==> config.mk <==
export PLATFORM = sky130hd
export DESIGN_NAME = tmrc_counter
export DESIGN_NICKNAME = d
export VERILOG_FILES = /design/src/core/tmrc_pkg.sv /design/src/core/tmrc_counter.sv
export SDC_FILE = /design/constraint.sdc
export NUM_CORES = 1
export LEC_CHECK = 0
export ABC_AREA = 1
export BUFFER_PORTS_ARGS = -buffer_cell sky130_fd_sc_hd__buf_4
export CAP_MARGIN = 20
export CELL_PAD_IN_SITES_DETAIL_PLACEMENT = 1
export CELL_PAD_IN_SITES_GLOBAL_PLACEMENT = 2
export CORE_ASPECT_RATIO = 0.75
export CORE_MARGIN = 1.5
export CORE_UTILIZATION = 32
export CTS_BUF_LIST = sky130_fd_sc_hd__clkbuf_4 sky130_fd_sc_hd__clkbuf_8
export DETAILED_ROUTE_END_ITERATION = 16
export PLACE_DENSITY = 0.92
export SYNTH_ARGS = -nofsm -noshare
export SYNTH_HDL_FRONTEND = slang
export SYNTH_SLANG_ARGS = --single-unit
export TNS_END_PERCENT = 5
==> constraint.sdc <==
create_clock -name sys_clk -period 3.9 [get_ports sys_clk]
set_clock_uncertainty 0.15 [all_clocks]
set_input_delay 0.39 -clock sys_clk [delete_from_list [all_inputs] [get_ports sys_clk]]
set_output_delay 0.39 -clock sys_clk [all_outputs]
set_load 0.01 [all_outputs]
==> src/core/tmrc_pkg.sv <==
// package for the sixteen-bit counter block: offsets, fields, types
package tmrc_pkg;

  // =========================================================
  // register word indices matched against haddr[9:2] (printed offsets not multiples of 4)
  localparam logic [7:0] IDX_COUNT_HIGH = 8'h0F;
  localparam logic [7:0] IDX_COUNT_LOW = 8'h0E;
  localparam logic [7:0] IDX_CONTROL = 8'h0D;
  localparam logic [7:0] IDX_FLAG = 8'h1E;
  localparam logic [7:0] IDX_ENABLE = 8'h1D;
  localparam logic [7:0] IDX_IRQ_STATUS = 8'h20;
  localparam logic [7:0] IDX_IRQ_MASK = 8'h21;
  localparam logic [7:0] IDX_CLK_CTRL = 8'h22;

  // =========================================================
  // field positions
  localparam int CTL_WIDE_BIT = 7;
  localparam int CTL_RUN_STAT_BIT = 6;
  localparam int CTL_PRE_LSB = 4;
  localparam int CTL_OSC_EN_BIT = 3;
  localparam int CTL_ON_BIT = 0;
  localparam int FLAG_OVF_BIT = 0;
  localparam int CLKC_SRC_BIT = 0;
  localparam int CLKC_SYS_AUX_BIT = 1;

  // =========================================================
  // reset values, count limit and bus transfer code
  localparam logic [15:0] COUNT_RESET = 16'h0000;
  localparam logic [15:0] COUNT_MAX = 16'hFFFF;
  localparam logic [7:0] BYTE_RESET = 8'h00;
  localparam logic [2:0] PRE_RESET = 3'h0;
  localparam logic [1:0] HTRANS_NONSEQ = 2'h2;

  // =========================================================
  // types
  typedef enum logic [0:0] {
    TMRC_SRC_SYS = 1'b0,
    TMRC_SRC_AUX = 1'b1
  } tmrc_src_t;

  typedef struct packed {
    logic sel;
    logic write;
    logic [7:0] addr;
  } tmrc_req_t;

  typedef struct packed {
    logic [15:0] count;
    logic [7:0] high_buf;
    logic [7:0] control;
    logic [2:0] prescale;
    logic overflow_flag;
    logic overflow_irq_enable;
    logic [1:0] clk_ctrl;
    logic irq_status;
    logic irq_mask;
    logic aux_sync1;
    logic aux_sync2;
    logic aux_prev;
    tmrc_req_t req;
    logic [31:0] rdata;
    logic irq;
    logic osc_en_out;
    logic run_stat;
  } tmrc_state_t;

endpackage : tmrc_pkg

==> src/core/tmrc_counter.sv <==
// sixteen-bit counter with overflow flag, wide-access buffer, ahb slave
//
// The AHB-Lite slave port and the address map are this design's own decisions.
`timescale 1ns/1ns
`default_nettype none

module tmrc_counter (
  input wire logic sys_clk,
  input wire logic rst_n,
  input wire logic hsel,
  input wire logic [31:0] haddr,
  input wire logic [1:0] htrans,
  input wire logic hwrite,
  input wire logic [2:0] hsize,
  input wire logic [31:0] hwdata,
  input wire logic hready,
  output logic hreadyout,
  output logic hresp,
  output logic [31:0] hrdata,
  input wire logic aux_clk_in,
  input wire logic power_managed,
  output logic aux_osc_enable,
  output logic irq,
  output logic ovf_irq_req
);

  tmrc_pkg::tmrc_state_t s_q;
  tmrc_pkg::tmrc_state_t s_d;

  // =========================================================
  // helpers
  function automatic logic [31:0] tmrc_rd(
    input tmrc_pkg::tmrc_state_t st,
    input logic [7:0] a
  );
    logic [31:0] v;
    v = 32'h0000_0000;
    if (a == tmrc_pkg::IDX_COUNT_LOW) begin
      v[7:0] = st.count[7:0];
    end else if (a == tmrc_pkg::IDX_COUNT_HIGH) begin
      // wide mode reads buffer, otherwise live byte
      if (st.control[tmrc_pkg::CTL_WIDE_BIT]) begin
        v[7:0] = st.high_buf;
      end else begin
        v[7:0] = st.count[15:8];
      end
    end else if (a == tmrc_pkg::IDX_CONTROL) begin
      v[7:0] = st.control;
      v[tmrc_pkg::CTL_RUN_STAT_BIT] = st.run_stat;
    end else if (a == tmrc_pkg::IDX_FLAG) begin
      v[tmrc_pkg::FLAG_OVF_BIT] = st.overflow_flag;
    end else if (a == tmrc_pkg::IDX_ENABLE) begin
      v[tmrc_pkg::FLAG_OVF_BIT] = st.overflow_irq_enable;
    end else if (a == tmrc_pkg::IDX_IRQ_STATUS) begin
      v[0] = st.irq_status;
    end else if (a == tmrc_pkg::IDX_IRQ_MASK) begin
      v[0] = st.irq_mask;
    end else if (a == tmrc_pkg::IDX_CLK_CTRL) begin
      v[1:0] = st.clk_ctrl;
    end else begin
      v = 32'h0000_0000;
    end
    return v;
  endfunction : tmrc_rd

  // =========================================================
  // next state
  always_comb begin
    logic tick;
    logic wrap;
    logic wr;
    logic rd;
    logic [7:0] wb;
    logic [2:0] pre_next;
    logic pre_done;
    logic [7:0] a;
    tick = 1'b0;
    wrap = 1'b0;
    wr = 1'b0;
    rd = 1'b0;
    wb = hwdata[7:0];
    pre_next = 3'h0;
    pre_done = 1'b0;
    a = s_q.req.addr;
    s_d = s_q;

    // aux clock input synchroniser and edge detect
    s_d.aux_sync1 = aux_clk_in;
    s_d.aux_sync2 = s_q.aux_sync1;
    s_d.aux_prev = s_q.aux_sync2;

    // address phase capture
    s_d.req.sel = hsel && hready && (htrans == tmrc_pkg::HTRANS_NONSEQ);
    s_d.req.write = hwrite;
    s_d.req.addr = {haddr[9:2]};
    wr = s_q.req.sel && s_q.req.write;
    rd = hsel && hready && (htrans == tmrc_pkg::HTRANS_NONSEQ) && !hwrite;

    // read data for next data phase
    s_d.rdata = 32'h0000_0000;
    if (rd) begin
      s_d.rdata = tmrc_rd(s_q, haddr[9:2]);
    end

    // count tick from selected source through prescaler
    if (s_q.control[tmrc_pkg::CTL_ON_BIT]) begin
      if (s_q.clk_ctrl[tmrc_pkg::CLKC_SRC_BIT] == tmrc_pkg::TMRC_SRC_AUX) begin
        tick = s_q.aux_sync2 && !s_q.aux_prev;
      end else begin
        tick = 1'b1;
      end
    end
    if (tick) begin
      pre_next = s_q.prescale + 3'h1;
      case (s_q.control[tmrc_pkg::CTL_PRE_LSB +: 2])
        2'h0: pre_done = 1'b1;
        2'h1: pre_done = (s_q.prescale[0] == 1'b1);
        2'h2: pre_done = (s_q.prescale[1:0] == 2'h3);
        default: pre_done = (s_q.prescale == 3'h7);
      endcase
      s_d.prescale = pre_done ? tmrc_pkg::PRE_RESET : pre_next;
      if (pre_done) begin
        s_d.count = s_q.count + 16'h0001;
        wrap = (s_q.count == tmrc_pkg::COUNT_MAX);
      end
    end

    // in wide mode, low byte read latches live high byte into buffer
    if (rd && haddr[9:2] == tmrc_pkg::IDX_COUNT_LOW &&
        s_q.control[tmrc_pkg::CTL_WIDE_BIT]) begin
      s_d.high_buf = s_q.count[15:8];
    end
    // reading the interrupt status clears it
    if (rd && haddr[9:2] == tmrc_pkg::IDX_IRQ_STATUS) begin
      s_d.irq_status = 1'b0;
    end

    // register writes
    if (wr) begin
      if (a == tmrc_pkg::IDX_COUNT_LOW) begin
        s_d.count[7:0] = wb;
        s_d.prescale = tmrc_pkg::PRE_RESET;
        if (s_q.control[tmrc_pkg::CTL_WIDE_BIT]) begin
          s_d.count[15:8] = s_q.high_buf;
        end
      end else if (a == tmrc_pkg::IDX_COUNT_HIGH) begin
        // prescaler untouched here
        if (s_q.control[tmrc_pkg::CTL_WIDE_BIT]) begin
          s_d.high_buf = wb;
        end else begin
          s_d.count[15:8] = wb;
        end
      end else if (a == tmrc_pkg::IDX_CONTROL) begin
        s_d.control = wb;
        s_d.control[tmrc_pkg::CTL_RUN_STAT_BIT] = 1'b0;
      end else if (a == tmrc_pkg::IDX_FLAG) begin
        s_d.overflow_flag = wb[tmrc_pkg::FLAG_OVF_BIT];
      end else if (a == tmrc_pkg::IDX_ENABLE) begin
        s_d.overflow_irq_enable = wb[tmrc_pkg::FLAG_OVF_BIT];
      end else if (a == tmrc_pkg::IDX_IRQ_MASK) begin
        s_d.irq_mask = wb[0];
      end else if (a == tmrc_pkg::IDX_CLK_CTRL) begin
        s_d.clk_ctrl = wb[1:0];
      end
    end

    // overflow sets win over any clear in the same cycle
    if (wrap) begin
      s_d.overflow_flag = 1'b1;
      s_d.irq_status = 1'b1;
    end

    // outputs
    s_d.osc_en_out = s_d.control[tmrc_pkg::CTL_OSC_EN_BIT];
    // power_managed deliberately has no effect on the oscillator
    s_d.osc_en_out = s_d.osc_en_out | (power_managed & 1'b0);
    s_d.run_stat = s_d.osc_en_out &&
        s_d.clk_ctrl[tmrc_pkg::CLKC_SYS_AUX_BIT];
    s_d.irq = s_d.irq_status && s_d.irq_mask;
  end

  // =========================================================
  // state register
  always_ff @(posedge sys_clk or negedge rst_n) begin
    if (!rst_n) begin
      s_q <= '0;
    end else begin
      s_q <= s_d;
    end
  end

  // =========================================================
  // outputs, registered except hreadyout and hresp, which are tied to constants
  logic ovf_req_q;
  always_ff @(posedge sys_clk or negedge rst_n) begin
    if (!rst_n) begin
      ovf_req_q <= 1'b0;
    end else begin
      ovf_req_q <= s_d.overflow_flag && s_d.overflow_irq_enable;
    end
  end

  assign hreadyout = 1'b1;
  assign hresp = 1'b0;
  assign hrdata = s_q.rdata;
  assign aux_osc_enable = s_q.osc_en_out;
  assign irq = s_q.irq;
  assign ovf_irq_req = ovf_req_q;

endmodule : tmrc_counter

`default_nettype wire

==> flow_summary.toml, run 1 <==
[timing]
fin_crit_ps = 2350
rsz0062_at_grt = "false"
min_period_over_period_pct = 60.2
worst_slew_pin_slew_ps = 867
holdWs_ps = -39.2
finalSetupViolations = 0
tns_ps = 0
max_slew_margin_pct = 42.2
hold_viol_final = 21
timing.fmax_mhz = 426
maxSlewViolCount = 0

[synth]
synth_top_cell_by_area = "dfrtp_1"
ys_warn_count = 0
synthDistinctLibCells = 44
synth-main-ff-cell = "dfrtp_1"
synth.avg_cell_area_um2 = 7.72
yosysMostFrequentCell = "nand2_1"
async_reset_ff_share_pct = 100
synth_edf_count = 0
synth_common_cells = "111 x nand2_1, 71 x inv_1, 64 x dfrtp_1"
synth_cells = 501
synth.area.top_cells = "dfrtp_1 41%, nand2_1 11%, inv_1 6.9%"
ys_seq_area_share_pct = 41.4
synth_area_mm2 = 0.00387
synth_top_area_share_pct = 41.4
ys_ff_latch = 64

[global_route]
grt-ovfl-total = 0
grt_pass1_wl_um = 17900
grt_max_degree = 65
antenna_found_initial = 0
grt_pass1_vias = 3489
grtUsageTotal_pct = 18.4

[power]
p_per_area_mw_per_mm2 = 441
ir_drop_v = 0.000176
p_leak_nw = 2.28

[route]
post_drt_via_cell_ratio = 4.77
ant_nets = 0
drt_iter0_markers = 156
drt_wl_total_um = 10900
drc_errors = 0
wl_per_cell_um = 15.6
drtPass1Iterations = 4
via_count = 3347

[placed_design]
port_buffers = 34
gp_congestion = 0.857
dp_hpwl_um = 8270
place_area_mm2 = 0.00410

[die]
dieArea_mm2 = 0.0128
start_util_pct = 33.1
pin_count = 113
die_h_um = 98.2
num_rows = 34
core_region_area_mm2 = 0.0117
fp.dieW_um = 130

[clock_tree]
clk_latency_ps = 360
cts_tree = "done"
cts.htree.levels = 3
clockBufferDepth = 2
cts_root_buffer = "clkbuf_8"
clock_sinks = 64
cts.clk_slew.worst_paths_ps = 80
cts_inserted_buffers = 9
cts-resized-gates = 0

[run_status]
violations = "hold timing"
status = "finished with violations"

[hold_path]
hp-class = "in2async"

[worst_setup_path]
critPathKind = "in2reg"
cpLargestDelayFamily = "buffers and inverters"
slowest_delay_ps = 540
critPathBufInv = 5
r2r_end = "s_q[77]"
crit_path_end_kind = "flop"
r2r_setup_slack_ps = 1650
reg2regPathDepth = 12
crit_path_start_kind = "input pin"
timing.rr.start = "s_q[54]"
crit_arrival_ps = 2470
required_ps = 4020
path_max_fanout = 5
path_cells = "dlygate4sd3_1 -> buf_4 -> nor2_1 -> nand3_1 -> inv_1 -> nand3_1 -> inv_1 -> nand2_1 -> nand2_1 -> inv_1 -> nand3_1 -> nand2_1 -> a21oi_1"
cpMaxStageDelayCell = "dlygate4sd3_1"

[layout]
fin_area_mm2 = 0.00445
fillers = 1470
antenna_cells = 0
syn2layout_area_growth_pct = 14.9
final_util_pct = 38.0
drive_gt1_share_pct = 14.8
nNetsFinal = 614

[flow_run]
max_cap_violations = 0
cells by family (layout without fill, tap and decap cells):
| logic type | count (synthesis) | in the layout | share of synthesized area, % |
|---|---|---|---|
| other cells | 2 | 26 | 0.194 |
| buf+inv | 119 | 134 | 15.6 |
| fa+ha+maj | 3 | 3 | 0.971 |
| xor+xnor | 2 | 2 | 0.453 |
| mux | 2 | 2 | 0.582 |
| flops | 64 | 64 | 41.4 |
| simple gates | 228 | 228 | 28.4 |
| compound gates | 81 | 81 | 12.4 |
metal layers:
layer	wire length, µm	track usage [%]
met3	494	4.38
met5	0	0
met1	5290	25.5
met4	114	4.62
met2	5030	28.9
sequential cells by signal (all words and copies together), names as in the netlist:
register	flops
irq	1
ovf_irq_req	1
s_d	2
hrdata	8
s_q	52
area by class of cell:
cell class                 count  area, µm²  share of cell area, %
multi-input combinational    342       1750                   39.4
tap                          162        203                   4.56
clock buffer                   9        124                   2.79
clock inverter                 7        144                   3.24
inverter                      76        285                   6.42
sequential                    64       1600                   36.0
timing repair buffer          42        335                   7.54
how the worst max path moves through the flow:
stage,to,cells after the start,start
after floorplan,s_q[85],14,s_q[54]
after CTS,hrdata[0],13,haddr[9]
after global routing,hrdata[0],13,haddr[8]
after global placement,s_q[87],11,s_q[54]
after detailed placement,s_q[77],12,s_q[54]
final,hrdata[0],13,haddr[9]
worst register-to-register path: stages, from the launching register on:
cell and delay [ps]:
dfrtp_1 410, ha_1 210, ha_1 160, nand2_1 50, nand3_1 110, nand2_2 110
nor2_4 290, nand4_1 220, nand2_1 110, inv_1 50, o21ai_0 180, o21ai_1 100
inv_1 60
where the power goes:
group          switching [mW]  leakage (nW)  internal [mW]  total, mW
Clock                   0.295         0.126          0.490      0.785
Combinational           0.220          1.41          0.124      0.344
Sequential             0.0897         0.747          0.741      0.831
Total                   0.605          2.28           1.35       1.96
metrics by stage:
| stage | cells | setup slack [ps] | power (mW) |
|---|---|---|---|
| finish | 702 | 1550 | 1.96 |
| global route | 702 | 1430 | 2.07 |
| CTS | 702 | 1620 | 1.98 |
| detailed placement | 678 | 1690 | 1.18 |
| global placement | 678 | 1800 | 1.15 |
| floorplan | 525 | 2080 | 1.07 |
cell usage in the layout, fill, tap and decap left out, types with 3 or more instances in the layout:
| master | n |
|---|---|
| nor2_1 | 47 |
| clkinv_1 | 3 |
| ha_1 | 3 |
| nor3_1 | 8 |
| nand2_2 | 4 |
| nor2_2 | 4 |
| o211ai_1 | 11 |
| clkbuf_8 | 9 |
| bufinv_16 | 4 |
| nand4_1 | 7 |
| a22oi_1 | 4 |
| a21oi_1 | 19 |
| o21ai_1 | 5 |
| dfrtp_1 | 64 |
| o21ai_0 | 30 |
| conb_1 | 26 |
| nor2_4 | 3 |
| buf_4 | 34 |
| o21a_1 | 4 |
| nand2_1 | 111 |
| o311ai_0 | 3 |
| inv_1 | 71 |
| dlygate4sd3_1 | 8 |
| nand3_1 | 28 |
timing repair:
| action | 4_1_cts | 5_1_grt |
|---|---|---|
| endpoints found under the hold margin | 8 | 0 |
| setup buffers | 0 | 0 |
| hold buffers | 8 | 0 |
| setup endpoints to repair | 0 | 0 |
Note: power is estimated with default switching activity, not from simulation.
==> run 2, diff against run 1 <==
- ABC_AREA: 1 -> 0
- PLACE_DENSITY: 0.92 -> 0.88
- clock period: 3.9 -> 2.4 ns (I/O delays scaled with it)
==> flow_summary.toml, run 2 <==
[run_status]
status = "completed"

[timing]
setup_slack_ps = 103
tns_ps = 0
timing.fmax_mhz = 435
min_period_over_period_pct = 95.7
worst_slew_pin_slew_ps = 831
maxSlewViolCount = 0
rsz0062_at_grt = "false"
finalSetupViolations = 0
max_slew_margin_pct = 44.6
fin_crit_ps = 2300
holdWs_ps = 14.0
hold_viol_final = 0

[power]
p_leak_nw = 1.85
ir_drop_v = 0.000267
p_per_area_mw_per_mm2 = 566

[placed_design]
dp_slack_ps = 218
place_area_mm2 = 0.00392
port_buffers = 34
gp_congestion = 0.894
dp_hpwl_um = 7410

[worst_setup_path]
path_max_fanout = 6
setup.worst_path.start = "haddr[9]"
crit_path_start_kind = "input pin"
worstSetupEndpoint = "hrdata[4]"
r2r_setup_slack_ps = 220
required_ps = 2530
crit_path_end_kind = "flop"
reg2regPathDepth = 8
crit_arrival_ps = 2430
critPathKind = "in2reg"
timing.rr.start = "s_q[54]"
r2r_end = "s_q[74]"

[clock_tree]
clock_sinks = 64
cts_inserted_buffers = 9
cts.clk_slew.worst_paths_ps = 60
cts_tree = "done"
cts.htree.levels = 3
cts_root_buffer = "clkbuf_8"
clk_latency_ps = 350
clockBufferDepth = 2

[layout]
final_cell_mix = "64 x dfrtp_1, 47 x buf_4, 37 x nand2_1"
drive_gt1_share_pct = 21.3
nNetsFinal = 493
antenna_cells = 0
fin_area_mm2 = 0.00427
top_register = "s_q"
layout_commonest_cell = "dfrtp_1"
syn2layout_area_growth_pct = 18.4
largest_reg_flops = 52

[global_route]
grt_max_degree = 65
grt_pass1_vias = 2931
grtUsageTotal_pct = 17.8
grt_pass1_wl_um = 16100
grt-ovfl-total = 0
antenna_found_initial = 0

[synth]
synth_edf_count = 0
synth_top_cell_by_area = "dfrtp_1"
ys_seq_area_share_pct = 44.4
synth-main-ff-cell = "dfrtp_1"
ys_warn_count = 0
synth_cells = 365
synth.avg_cell_area_um2 = 9.88
synth.area.top_cells = "dfrtp_1 44%, buf_4 7.1%, nand2_1 3.9%"
synth_area_mm2 = 0.00361
synth_common_cells = "64 x dfrtp_1, 37 x nand2_1, 34 x buf_4"
async_reset_ff_share_pct = 100
ys_ff_latch = 64
yosysMostFrequentCell = "dfrtp_1"
synthDistinctLibCells = 60
synth_top_area_share_pct = 44.4

[route]
via_count = 2912
drc_errors = 0
ant_nets = 0
drt_wl_total_um = 10200
drtPass1Iterations = 4
wl_per_cell_um = 18.3
drt_iter0_markers = 136
post_drt_via_cell_ratio = 5.23

[die]
core_region_area_mm2 = 0.0109
die_h_um = 95.0
pin_count = 113
num_rows = 33
start_util_pct = 33.0
dieArea_mm2 = 0.0119
fp.dieW_um = 126

[hold_path]
hp-class = "in2reg"

[flow_run]
max_cap_violations = 0
==> run 2: cell count changes after synthesis, moves of 7 or more <==
cell / change
xor2_1: +7
nand2_1: -74
mux2i_1: +11
mux2_2: +9
inv_1: -66
o21ai_0: -17
nor2_1: -21
clkbuf_1: +7
nand3_1: -7
==> run 2: worst max-delay path: stages <==
cell and delay, ps:
dlygate4sd3_1 560, buf_4 150, and4bb_2 310, nor3b_4 320, nand2_1 280, nor4_1 380, buf_4 190
==> run 2: layout make-up <==
type                    instances  area [µm²]
fillers                      1240        6670
multi-input cells             273        1770
flip-flops and latches         64        1600
repair buffers                 61         493
well taps                     140         175
clock buffers                  10         138
clock inverters                 4        70.1
inverters                       5        18.8
==> run 2: how the worst min path moves through the flow <==
stage	to	cells after the start	slack [ps]	startpoint
finish	s_q[75]	3	10	hwdata[2]
global route	s_q[79]	3	20	hwdata[6]
CTS	s_q[75]	3	0.2	hwdata[2]
detailed placement	s_d[45]	0	190	s_d[46]
global placement	s_d[45]	0	190	s_d[46]
floorplan	hrdata[0]	0	-210	rst_n
==> run 2: cell families (layout without fill, tap and decap cells) <==
logic type	count (synthesis)	count (layout)	synth area share [%]
mux	22	22	6.49
flops	64	64	44.4
simple gates	144	144	23.7
fa+ha+maj	3	3	1.04
buf+inv	52	80	9.09
compound gates	67	67	12.4
other cells	2	26	0.208
xor+xnor	11	11	2.67
==> run 2: metal layers <==
metal | share of wire [%] | global-route usage, %
met1 | 48 | 25.4
met4 | 0.69 | 3.69
met3 | 7.3 | 4.82
met5 | 0 | 0
met2 | 44 | 26.9
==> run 2: repair_timing <==
| item | in CTS | in global routing |
|---|---|---|
| endpoints found under the setup margin | 0 | 1 |
| hold endpoints to repair | 78 | 0 |
| gates resized for setup | 0 | 1 |
| hold buffers | 14 | 0 |
| setup buffers | 0 | 0 |
==> run 2: through the flow <==
step | total power [mW] | utilization, % | cells
4_1_cts | 2.44 | 39.0 | 557
3_3_place_gp | 1.40 | 35.8 | 529
6_report | 2.42 | 39.0 | 557
5_1_grt | 2.52 | 39.0 | 557
3_5_place_dp | 1.41 | 35.8 | 529
2_1_floorplan | 1.32 | - | 389
==> run 2: power by group <==
part	total, mW	internal [mW]	switching [mW]
Combinational	0.252	0.0990	0.153
Clock	1.01	0.598	0.410
Sequential	1.16	1.11	0.0421
Total	2.42	1.81	0.605
==> run 3, diff against run 2 <==
- BUFFER_PORTS_ARGS: -buffer_cell sky130_fd_sc_hd__buf_4 -> -buffer_cell sky130_fd_sc_hd__buf_2
- CORE_UTILIZATION: 32 -> 30
- PLACE_DENSITY: 0.88 -> 0.83
==> flow_summary.toml, run 3 (same netlist as run 2, synthesis figures left out) <==
[run_status]
status = "completed"

[worst_setup_path]
crit_path_end_kind = "flop"
critPathKind = "in2reg"
crit_arrival_ps = 2380
r2r_setup_slack_ps = 160
path_max_fanout = 8
required_ps = 2500
crit_path_start_kind = "input pin"

[die]
num_rows = 34
start_util_pct = 30.9
core_region_area_mm2 = 0.0117
die_h_um = 98.0
fp.dieW_um = 130
dieArea_mm2 = 0.0127
pin_count = 113

[timing]
min_period_over_period_pct = 95.0
max_slew_margin_pct = 51.5
timing.fmax_mhz = 438
setup_slack_ps = 119
fin_crit_ps = 2280
tns_ps = 0
maxSlewViolCount = 0
worst_slew_pin_slew_ps = 728
hold_viol_final = 0
finalSetupViolations = 0
rsz0062_at_grt = "false"

[clock_tree]
cts.htree.levels = 3
clock_sinks = 64
cts.clk_slew.worst_paths_ps = 80
clockBufferDepth = 2
clk_latency_ps = 360
cts_root_buffer = "clkbuf_8"
cts_setup_buffers = 0
cts_inserted_buffers = 9
cts_tree = "done"

[route]
drt_wl_total_um = 10200
drt_iter0_markers = 199
drtPass1Iterations = 4
via_count = 2898
drc_errors = 0
post_drt_via_cell_ratio = 5.05
ant_nets = 0
wl_per_cell_um = 17.8

[power]
p_seq_share_pct = 49.1
p_per_area_mw_per_mm2 = 566
ir_drop_v = 0.000273
p_sw_mw = 0.633
combPwrFrac_pct = 10.0
p_leak_nw = 1.80
clockPowerShare_pct = 40.9
sw_frac_of_total_pct = 26.9
p_int_mw = 1.72

[layout]
syn2layout_area_growth_pct = 15.3
final_cell_count_no_fill = 574
antenna_cells = 0
fillers = 1379
drive_gt1_share_pct = 21.6
top_register = "s_q"
nNetsFinal = 488
final_cell_mix = "64 x dfrtp_1, 36 x nand2_1, 34 x buf_2"
largest_reg_flops = 52
layout_commonest_cell = "dfrtp_1"

[global_route]
grt-ovfl-total = 0
grt_max_degree = 36
grt_pass1_wl_um = 16100
grt_pass1_vias = 2897
grtUsageTotal_pct = 16.8
antenna_found_initial = 0

[hold_path]
hp-class = "in2reg"

[placed_design]
gp_congestion = 0.824
placed_cells = 551
port_buffers = 34
dp_slack_ps = 157
dp_hpwl_um = 7400

[flow_run]
max_cap_violations = 0
[run 3: final timing paths]
path,startpoint,cells after the start,end
max,haddr[9],8,hrdata[5]
min,hwdata[5],3,s_q[78]
max reg2reg,s_q[54],7,irq
min reg2reg,s_d[46],0,s_d[45]
max in group asynchronous,rst_n,3,s_q[80]
min in group asynchronous,rst_n,2,s_q[41]
[run 3: per-layer routing]
metal / wire, µm / global-route usage, % / part of all wire [%] / up-vias
li1: - / - / - / 1339
met3: 750 / 4.93 / 7.3 / 12
met1: 5040 / 24.6 / 49 / 1454
met5: 0 / 0 / 0 / -
met4: 83 / 4.53 / 0.81 / 0
met2: 4370 / 24.0 / 43 / 93
[run 3: area by class of cell]
type / instances / area (µm²) / share of cell area [%]
clock buffer: 11 / 151 / 3.64
inverter: 5 / 18.8 / 0.451
timing repair buffer: 56 / 370 / 8.91
sequential: 64 / 1600 / 38.5
multi-input combinational: 273 / 1770 / 42.6
tap: 162 / 203 / 4.88
clock inverter: 3 / 42.5 / 1.02
[run 3: metrics by stage]
step | power, mW | hold slack [ps] | util (%) | instance area [µm²]
floorplan | 1.32 | -206 | - | 3700
global placement | 1.39 | 189 | 33.2 | 3870
detailed placement | 1.40 | 190 | 33.2 | 3870
CTS | 2.38 | 5.72 | 35.6 | 4160
global route | 2.45 | 27.1 | 35.7 | 4160
finish | 2.35 | 15.6 | 35.7 | 4160
[run 3: power by group through the flow]
stage	logic [mW]	registers, mW	clock network (mW)
floorplan	0.163	1.16	0
global placement	0.217	1.17	0
detailed placement	0.223	1.18	0
CTS	0.236	1.16	0.984
global route	0.261	1.16	1.03
finish	0.237	1.16	0.962
[run 3: worst max-delay path, stage by stage]
cell	delay (ps)
dlygate4sd3_1	540
buf_2	140
and4bb_2	310
nor3b_4	410
nand2_1	320
nor2_1	190
nor4_1	70
buf_4	160
[run 3: timing repair]
item | in CTS | in global routing
resized for setup | 0 | 1
hold buffers | 9 | 0
endpoints found under the setup margin | 0 | 3
endpoints found under the hold margin | 37 | 0
